$ cat src/rtl/qdc_pkg.sv
// Behaviour
// - Manual-span read of active span shows strap
// - Power-up span code is 0000
// - Power-up clears all channel registers
// - Manual span loads strap on first update
// - Clear zeroes every active register
// - Clear leaves input registers intact
// - Clear during open frame aborts instruction
// - Host checks buffers after aborted instruction
// - Integrity flag low until valid update
// - Span command, address 1111 writes all
// - Code command writes sixteen data bits
// - Update command copies code and span
// - Span read: zeros then four span bits
// - Rolling readback shows previously written register
// - Update pin pulse equals update-all command
// - Command, address, data, MSB first, rising edges
// - Thirty-two bit frames lead with zeros
// - Update pin ignored while frame open
package qdc_pkg;
  localparam int NCH = 4;
  localparam int CMD_W = 4;
  localparam int DATA_W = 16;
  localparam int SPAN_W = 4;
  localparam int FRAME_W = 24;
  localparam int LONG_W = 32;
  localparam int CNT_W = 6;
  localparam logic [CNT_W-1:0] HDR_BITS = 6'h08;
  localparam logic [3:0] CMD_WSPAN = 4'h2;
  localparam logic [3:0] CMD_WCODE = 4'h3;
  localparam logic [3:0] CMD_UPD = 4'h4;
  localparam logic [3:0] CMD_UPD_ALL = 4'h5;
  localparam logic [3:0] CMD_WSPAN_UPD = 4'h6;
  localparam logic [3:0] CMD_WCODE_UPD = 4'h7;
  localparam logic [3:0] CMD_WSPAN_UALL = 4'h8;
  localparam logic [3:0] CMD_WCODE_UALL = 4'h9;
  localparam logic [3:0] CMD_RD_ISPAN = 4'ha;
  localparam logic [3:0] CMD_RD_ICODE = 4'hb;
  localparam logic [3:0] CMD_RD_ASPAN = 4'hc;
  localparam logic [3:0] CMD_RD_ACODE = 4'hd;
  localparam logic [3:0] CMD_NOP = 4'hf;
  localparam logic [3:0] ADDR_ALL = 4'hf;
  localparam logic [3:0] SPAN_RESET = 4'h0;
  localparam logic [15:0] CODE_RESET = 16'h0000;
  // Readback pointer kinds
  localparam logic [1:0] PTR_ISPAN = 2'h0;
  localparam logic [1:0] PTR_ICODE = 2'h1;
  localparam logic [1:0] PTR_ASPAN = 2'h2;
  localparam logic [1:0] PTR_ACODE = 2'h3;
  // Host controller register offsets (Wishbone byte addresses)
  localparam logic [3:0] HREG_CMD = 4'h0;
  localparam logic [3:0] HREG_CTRL = 4'h4;
  localparam logic [3:0] HREG_RDATA = 4'h8;
  localparam logic [3:0] HREG_STAT = 4'hc;
  localparam logic [3:0] HREG_MASK = 4'h0;
  localparam int HDIV = 4;
  localparam int ASYNC_UPDATE_N_LOW = 8;
  typedef enum logic [3:0] {
    H_IDLE = 4'h1, H_LO = 4'h2, H_HI = 4'h4, H_END = 4'h8
  } qdc_hstate_type;
endpackage : qdc_pkg

$ cat src/rtl/qdc_link_if.sv
`timescale 1ns/100ps
interface qdc_link_if;
  logic sclk;
  logic frame_select_load_n;
  logic serial_in;
  logic readback_out;
  logic readback_oe;
  logic async_update_n;
  logic system_clear_n;
  logic integrity_flag_n;
  modport device (
    input sclk, frame_select_load_n, serial_in, async_update_n,
    input system_clear_n,
    output readback_out, readback_oe, integrity_flag_n
  );
  modport host (
    output sclk, frame_select_load_n, serial_in, async_update_n,
    output system_clear_n,
    input readback_out, readback_oe, integrity_flag_n
  );
endinterface : qdc_link_if

$ cat src/rtl/qdc_sync.sv
`timescale 1ns/100ps
module qdc_sync #(parameter int W = 1) (
  input wire logic clk_i, // Clock
  input wire logic rst_i, // Sync reset
  input wire logic [W-1:0] d_i, // Async inputs
  input wire logic [W-1:0] rst_val_i, // Constant idle level
  output logic [W-1:0] q_o // Synchronised
);
  logic [W-1:0] s1_reg;
  always_ff @(posedge clk_i) begin
    if (rst_i) begin
      s1_reg <= '0;
      q_o <= '0;
    end else begin
      s1_reg <= d_i ^ rst_val_i;
      q_o <= s1_reg;
    end
  end
endmodule : qdc_sync

$ cat src/rtl/qdc_device.sv
`timescale 1ns/100ps
module qdc_device import qdc_pkg::*; (
  input wire logic clk_i, // 100 MHz clock
  input wire logic rst_i, // Power-on reset, sync high
  input wire logic manual_span_i, // Strapped manual span mode
  input wire logic [SPAN_W-1:0] strap_span_i, // Strapped span code
  input wire logic supply_low_i, // Supply dip indication
  qdc_link_if.device link, // Serial link
  output logic [NCH*DATA_W-1:0] active_code_o, // Active codes
  output logic [NCH*SPAN_W-1:0] active_span_o // Active spans
);
  logic [4:0] sy;
  logic sclk_s, cs_s, sdi_s, async_update_n_s, clr_s;
  logic sclk_d_reg, async_update_n_d_reg;
  logic [LONG_W-1:0] sh_reg;
  logic [CNT_W-1:0] cnt_reg;
  logic [SPAN_W-1:0] ispan_reg [NCH];
  logic [DATA_W-1:0] icode_reg [NCH];
  logic [SPAN_W-1:0] aspan_reg [NCH];
  logic [DATA_W-1:0] acode_reg [NCH];
  logic [1:0] ptr_kind_reg;
  logic [1:0] ptr_ch_reg;
  logic [DATA_W-1:0] rb_reg;
  logic cs_d_reg, aborted_reg;
  logic sclk_rise, sclk_fall, frame_end, async_update_n_fire;
  logic [3:0] cmd, adr;
  logic [DATA_W-1:0] dat;
  logic upd_one, upd_all, wr_span, wr_code, is_read;
  logic [1:0] hdr_kind, hdr_ch;
  logic rb_load;

  // Inverted at the input so reset drives idle-high pins to 1
  qdc_sync #(.W(5)) u_sync (
    .clk_i(clk_i),
    .rst_i(rst_i),
    .d_i({link.sclk, link.frame_select_load_n, link.serial_in,
          link.async_update_n, link.system_clear_n}),
    .rst_val_i(5'h0f),
    .q_o(sy)
  );
  assign sclk_s = sy[4];
  assign cs_s = ~sy[3];
  assign sdi_s = ~sy[2];
  assign async_update_n_s = ~sy[1];
  assign clr_s = ~sy[0];

  function automatic logic [1:0] chan(input logic [3:0] a);
    // All-channels address reads back as channel A
    chan = (a == ADDR_ALL) ? 2'h0 : a[2:1];
  endfunction : chan

  function automatic logic hit(input logic [3:0] a, input int c);
    hit = (a == ADDR_ALL) || (a[2:1] == c[1:0]);
  endfunction : hit

  function automatic logic is_rd(input logic [3:0] c);
    is_rd = c[3] && (c[2] || c[1]) && c != CMD_NOP;
  endfunction : is_rd

  assign sclk_rise = sclk_s & ~sclk_d_reg;
  assign sclk_fall = ~sclk_s & sclk_d_reg;
  assign cmd = sh_reg[23:20];
  assign adr = sh_reg[19:16];
  assign dat = sh_reg[15:0];
  assign frame_end = cs_s & ~cs_d_reg & ~aborted_reg & clr_s &
    ((cnt_reg == 6'(FRAME_W)) ||
     (cnt_reg == 6'(LONG_W) && sh_reg[31:24] == 8'h00));
  // update pin locked out in frame
  assign async_update_n_fire = ~async_update_n_s & async_update_n_d_reg & cs_s;
  assign wr_span = frame_end && (cmd == CMD_WSPAN ||
    cmd == CMD_WSPAN_UPD || cmd == CMD_WSPAN_UALL);
  assign wr_code = frame_end && (cmd == CMD_WCODE ||
    cmd == CMD_WCODE_UPD || cmd == CMD_WCODE_UALL);
  assign upd_one = frame_end && (cmd == CMD_UPD ||
    cmd == CMD_WSPAN_UPD || cmd == CMD_WCODE_UPD);
  // update pin same as update all
  assign upd_all = async_update_n_fire || (frame_end && (cmd == CMD_UPD_ALL ||
    cmd == CMD_WSPAN_UALL || cmd == CMD_WCODE_UALL));
  assign is_read = is_rd(cmd);
  // Header sits in the low byte when the readback word is chosen
  assign hdr_kind = is_rd(sh_reg[7:4]) ? sh_reg[5:4] + 2'h2 : ptr_kind_reg;
  assign hdr_ch = is_rd(sh_reg[7:4]) ? chan(sh_reg[3:0]) : ptr_ch_reg;
  // A zero first byte may be a long-frame prefix: choose again later
  assign rb_load = sclk_fall && (cnt_reg == HDR_BITS ||
    (cnt_reg == HDR_BITS + HDR_BITS && sh_reg[15:8] == 8'h00));

  always_ff @(posedge clk_i) begin
    if (rst_i) begin
      sclk_d_reg <= 1'b0;
      async_update_n_d_reg <= 1'b1;
      cs_d_reg <= 1'b1;
    end else begin
      sclk_d_reg <= sclk_s;
      async_update_n_d_reg <= async_update_n_s;
      cs_d_reg <= cs_s;
    end
  end

  // shift on rising edges while frame open
  always_ff @(posedge clk_i) begin
    if (rst_i) begin
      sh_reg <= '0;
      cnt_reg <= '0;
      aborted_reg <= 1'b0;
    end else if (cs_s) begin
      cnt_reg <= '0;
      aborted_reg <= 1'b0;
    end else begin
      if (!clr_s) aborted_reg <= 1'b1;
      if (sclk_rise) begin
        sh_reg <= {sh_reg[LONG_W-2:0], sdi_s};
        if (cnt_reg != 6'(LONG_W + 1)) cnt_reg <= cnt_reg + 6'h01;
      end
    end
  end

  generate
    for (genvar c = 0; c < NCH; c++) begin : g_ch
      always_ff @(posedge clk_i) begin
        if (rst_i) begin
          ispan_reg[c] <= SPAN_RESET;
          icode_reg[c] <= CODE_RESET;
        end else begin
          if (wr_span && hit(adr, c)) ispan_reg[c] <= dat[SPAN_W-1:0];
          if (wr_code && hit(adr, c)) icode_reg[c] <= dat;
        end
      end
      always_ff @(posedge clk_i) begin
        if (rst_i || !clr_s) begin
          acode_reg[c] <= CODE_RESET;
          aspan_reg[c] <= SPAN_RESET;
        end else if (upd_all || (upd_one && hit(adr, c))) begin
          acode_reg[c] <= (wr_code && hit(adr, c)) ? dat : icode_reg[c];
          // manual span takes strap at update
          aspan_reg[c] <= manual_span_i ? strap_span_i :
            (wr_span && hit(adr, c)) ? dat[SPAN_W-1:0] : ispan_reg[c];
        end
      end
      assign active_code_o[c*DATA_W +: DATA_W] = acode_reg[c];
      assign active_span_o[c*SPAN_W +: SPAN_W] = aspan_reg[c];
    end
  endgenerate

  always_ff @(posedge clk_i) begin
    if (rst_i || !clr_s) begin
      ptr_kind_reg <= PTR_ASPAN;
      ptr_ch_reg <= 2'h0;
    end else if (frame_end) begin
      ptr_ch_reg <= chan(adr);
      case (cmd)
        CMD_WSPAN, CMD_RD_ISPAN: ptr_kind_reg <= PTR_ISPAN;
        CMD_WCODE, CMD_RD_ICODE: ptr_kind_reg <= PTR_ICODE;
        CMD_UPD, CMD_WSPAN_UPD, CMD_WSPAN_UALL, CMD_RD_ASPAN:
          ptr_kind_reg <= PTR_ASPAN;
        CMD_UPD_ALL: begin
          ptr_kind_reg <= PTR_ACODE;
          ptr_ch_reg <= 2'h0;
        end
        default: ptr_kind_reg <= PTR_ACODE;
      endcase
    end
  end

  // Readback shifter: load after header, shift on falling edges
  always_ff @(posedge clk_i) begin
    if (rst_i || cs_s) begin
      rb_reg <= '0;
    end else if (rb_load) begin
      case (hdr_kind)
        PTR_ISPAN:
          rb_reg <= {12'h000, ispan_reg[hdr_ch]};
        PTR_ICODE:
          rb_reg <= icode_reg[hdr_ch];
        PTR_ASPAN:
          // manual mode reports span in force
          rb_reg <= {12'h000, manual_span_i ? strap_span_i :
            aspan_reg[hdr_ch]};
        default:
          rb_reg <= acode_reg[hdr_ch];
      endcase
    end else if (sclk_fall && cnt_reg > HDR_BITS) begin
      rb_reg <= {rb_reg[DATA_W-2:0], 1'b0};
    end
  end

  always_ff @(posedge clk_i) begin
    if (rst_i) begin
      link.readback_out <= 1'b0;
      link.readback_oe <= 1'b0;
    end else begin
      link.readback_oe <= ~cs_s;
      link.readback_out <= ~cs_s & (cnt_reg >= HDR_BITS) & rb_reg[DATA_W-1];
    end
  end

  always_ff @(posedge clk_i) begin
    if (rst_i || !clr_s || supply_low_i) link.integrity_flag_n <= 1'b0;
    else if (upd_all || upd_one) link.integrity_flag_n <= 1'b1;
  end
endmodule : qdc_device

$ cat src/flat_wrapper.sv
// flat-port wrapper written by rule: the top's interface ports become plain ports
module qdc_device_flat import qdc_pkg::*;
  (clk_i, rst_i, manual_span_i, strap_span_i, supply_low_i, active_code_o, active_span_o, link_sclk, link_frame_select_load_n, link_serial_in, link_async_update_n, link_system_clear_n, link_readback_out, link_readback_oe, link_integrity_flag_n);
  qdc_link_if link_i ();
  input wire logic clk_i;
  input wire logic rst_i;
  input wire logic manual_span_i;
  input wire logic [SPAN_W-1:0] strap_span_i;
  input wire logic supply_low_i;
  output logic [NCH*DATA_W-1:0] active_code_o;
  output logic [NCH*SPAN_W-1:0] active_span_o;
  input wire logic [$bits(link_i.sclk)-1:0] link_sclk;
  input wire logic [$bits(link_i.frame_select_load_n)-1:0] link_frame_select_load_n;
  input wire logic [$bits(link_i.serial_in)-1:0] link_serial_in;
  input wire logic [$bits(link_i.async_update_n)-1:0] link_async_update_n;
  input wire logic [$bits(link_i.system_clear_n)-1:0] link_system_clear_n;
  output wire logic [$bits(link_i.readback_out)-1:0] link_readback_out;
  output wire logic [$bits(link_i.readback_oe)-1:0] link_readback_oe;
  output wire logic [$bits(link_i.integrity_flag_n)-1:0] link_integrity_flag_n;
  assign link_i.sclk = link_sclk;
  assign link_i.frame_select_load_n = link_frame_select_load_n;
  assign link_i.serial_in = link_serial_in;
  assign link_i.async_update_n = link_async_update_n;
  assign link_i.system_clear_n = link_system_clear_n;
  assign link_readback_out = link_i.readback_out;
  assign link_readback_oe = link_i.readback_oe;
  assign link_integrity_flag_n = link_i.integrity_flag_n;
  qdc_device u_core (.clk_i(clk_i), .rst_i(rst_i), .manual_span_i(manual_span_i), .strap_span_i(strap_span_i), .supply_low_i(supply_low_i), .link(link_i), .active_code_o(active_code_o), .active_span_o(active_span_o));
endmodule
$ cat config.mk
export PLATFORM = sky130hd
export DESIGN_NAME = qdc_device_flat
export DESIGN_NICKNAME = d
export VERILOG_FILES = /design/src/rtl/qdc_pkg.sv /design/src/rtl/qdc_link_if.sv /design/src/rtl/qdc_sync.sv /design/src/rtl/qdc_device.sv /design/src/flat_wrapper.sv
export SDC_FILE = /design/constraint.sdc
export NUM_CORES = 1
export LEC_CHECK = 0
export BUFFER_PORTS_ARGS = -buffer_cell sky130_fd_sc_hd__buf_2
export CORE_UTILIZATION = 45
export DETAILED_ROUTE_END_ITERATION = 8
export PLACE_DENSITY = 0.65
export SLEW_MARGIN = 15
export SYNTH_ARGS = -nofsm -noshare
export SYNTH_HDL_FRONTEND = slang
export SYNTH_HIERARCHICAL = 1
export SYNTH_SLANG_ARGS = --single-unit
$ cat constraint.sdc
create_clock -name clk_i -period 3.2 [get_ports clk_i]
set_input_delay 0.64 -clock clk_i [delete_from_list [all_inputs] [get_ports clk_i]]
set_output_delay 0.64 -clock clk_i [all_outputs]
set_load 0.02 [all_outputs]
==> impl_metrics.json <==
{
  "synth_cells": 992,
  "hold_viol_final": 0,
  "arrival_ns": 3.20,
  "ioPinCount": 96,
  "ys_types": 66,
  "hold_path.class": "in2reg",
  "rows": 58,
  "synth-edff-count": 160,
  "place_congestion": 0.859,
  "dp_hpwl_mm": 20.8,
  "r2r_cells": 8,
  "antenna_left": 0,
  "coreArea_sq_um": 25200,
  "grt_use_total_pct": 23.2,
  "routed_wl_mm": 30.4,
  "final_core_util_pct": 52.6,
  "area_delta_synth_final_pct": 14.8,
  "fin_ws_ns": 0.393,
  "synth_xor_area_share_pct": 0.835,
  "swShare_pct": 22.4,
  "place_area_sq_um": 12400,
  "cts_setup_buffers": 0,
  "antenna_found_initial": 0,
  "dieArea_sq_um": 26300,
  "p_clk_share_pct": 43.3,
  "yosys_most_used_dff": "edfxtp_1",
  "ir_worst_vdd_uv": 433,
  "ys_warn_count": 6,
  "tritoncts": "done",
  "synth_compound_area_share_pct": 7.80,
  "wl_per_cell_um": 21.2,
  "drc": 0,
  "synth-adder-area-share_pct": 0.325,
  "first_global_vias": 7976,
  "power.share.sequential_pct": 49.8,
  "worst_pin_slew_ns": 1.09,
  "nNetsFinal": 1100,
  "status": "finished clean",
  "synth_area_leaders": "edfxtp_1 42%, dfxtp_1 13%, mux2i_1 8.5%",
  "fin_crit_sh_pct": 87.7,
  "initialDrtViolationCount": 686,
  "synth_most_common_cell": "edfxtp_1",
  "die_w_um": 162,
  "synthArstFlopShare_pct": 0,
  "h-tree-depth": 1,
  "fin_tns_setup_ns": 0,
  "ys_seq_area_share_pct": 54.7,
  "required_ns": 3.60,
  "drive_gt1_share_pct": 23.3,
  "synth_common_cells": "160 x edfxtp_1, 115 x nor2_1, 98 x mux2i_1, 88 x nand2_1, 75 x dfxtp_1",
  "die_h_um": 162,
  "place_ws_ns": 0.495,
  "grt_pass1_wl_mm": 46.3,
  "netlist_area_sq_um": 11500,
  "whs_path_depth": 2,
  "clock_latency_ns": 0.52,
  "diodes": 0,
  "grt_max_degree": 36,
  "initial_core_util_pct": 45.8,
  "clk_pin_slew_ns": 0.06,
  "yosys_register_bits": 235,
  "rsz0062_at_grt": "no",
  "vias_per_cell": 5.69,
  "final_area_sq_um": 13200,
  "cts_resized": 0,
  "clock_sinks": 235,
  "power_frac_comb_pct": 6.9,
  "cts_max_path_buffers": 3,
  "max_slew_margin_pct": 27.1,
  "cts-root-buf": "clkbuf_16",
  "avgSynthCellArea_sq_um": 11.6,
  "p_leak_nw": 4.78,
  "ctsHoldBuffers": 0,
  "synthSimpleGateAreaFrac_pct": 16.6,
  "intPower_mw": 5.41,
  "crit_path_end_kind": "flop",
  "finalSetupViolations": 0,
  "worstPathMaxFanout": 11,
  "skew_ns": 0.00821,
  "power_density_nw_per_um2": 526,
  "period_needed_ns": 2.81,
  "firstDrtPassIters": 5,
  "maxCapViolCount": 0,
  "synth_top_family_by_area": "simple AND/OR/NAND/NOR gates",
  "overflow": 0,
  "synthMuxAreaShare_pct": 15.2,
  "crit_path_start_kind": "flop",
  "numPortBuffers": 95,
  "cts_buffers": 25,
  "max_freq_mhz": 356,
  "yosysTopAreaCell": "edfxtp_1",
  "p_sw_mw": 1.56,
  "worstSetupPathType": "reg2reg",
  "routed-via-count": 8155,
  "drv_slew": 0,
  "yosysTopAreaCellShare_pct": 41.7
}
[metal layers]
metal | vias to the layer above | wire (um) | track usage [%]
li1 | 3773 | - | -
met1 | 3976 | 13000 | 31.9
met2 | 350 | 14500 | 38.1
met3 | 56 | 2130 | 3.14
met4 | 0 | 773 | 6.90
met5 | - | 0 | 0
[cell type report]
type                            instances  area [sq um]
Clock buffer                           35           741
Clock inverter                         10           124
Fill cell                            2168         11900
Inverter                               11          41.3
Multi-Input combinational cell        672          4750
Sequential cell                       235          6310
Tap cell                              330           413
Timing Repair Buffer                  139           868
[metrics by stage]
step | power, mW | std cells | hold slack (ns)
6_report | 6.97 | 1432 | 0.288
3_5_place_dp | 4.02 | 1387 | 0.382
4_1_cts | 7.02 | 1432 | 0.277
2_1_floorplan | 3.80 | 995 | 0.370
5_1_grt | 7.17 | 1432 | 0.283
3_3_place_gp | 4.01 | 1387 | 0.378
[worst max-delay path, stage by stage (launching register included)]
cell	delay, ns
dfxtp_1	0.43
nor4_1	0.36
a31oi_1	0.15
or4_4	0.48
o21ai_0	0.12
o21ai_0	0.12
a2111oi_0	0.73
buf_4	0.23
a31oi_1	0.08
[power groups by stage]
stage	clock network, mW	registers [mW]	logic [mW]
after floorplan	0	3.62	0.180
after global placement	0	3.53	0.474
after detailed placement	0	3.54	0.479
after CTS	3.07	3.47	0.479
after global routing	3.18	3.48	0.506
final	3.02	3.47	0.478
[cell usage in the layout, fill, tap and decap left out, drive strengths merged, types with 2 or more instances in the layout]
cell       n
or4        2
nor2b     12
xnor2      9
nor3      15
mux2i     98
buf      139
mux4      31
a31oi      9
nand2     90
conb       5
dfxtp     75
nor2     127
mux2       6
o21a       2
o22ai     13
and2      59
inv       11
clkinv     7
ha         3
or3        2
a21oi     52
xor2       2
clkbuf    35
bufinv     3
edfxtp   160
nand2b    16
or2        7
a22oi     14
nand3     11
a211oi    19
o21ai     28
nor4       7
nand4      3
a2111oi    3
and3      16
[path summary, 6_finish.rpt]
kind / startpoint / endpoint / slack, ns
min reg2reg: u_core/u_sync/q_o[1] / u_core/async_update_n_d_reg / 0.40
max: u_core/sh_reg[9] / u_core/rb_reg[3] / 0.39
max reg2reg: u_core/sh_reg[9] / u_core/rb_reg[3] / 0.39
min: supply_low_i / u_core/link.integrity_flag_n / 0.29
[kinds of logic (layout without fill, tap and decap cells)]
group / after synthesis / after routing
multiplexers: 135 / 135
adder cells (fa/ha/maj): 3 / 3
other: 2 / 5
buffers and inverters: 88 / 195
flip-flops: 235 / 235
AO/OA/AOI/OAI: 148 / 148
AND/OR/NAND/NOR: 370 / 370
XOR/XNOR: 11 / 11
Note: power is estimated with default switching activity, not from simulation.
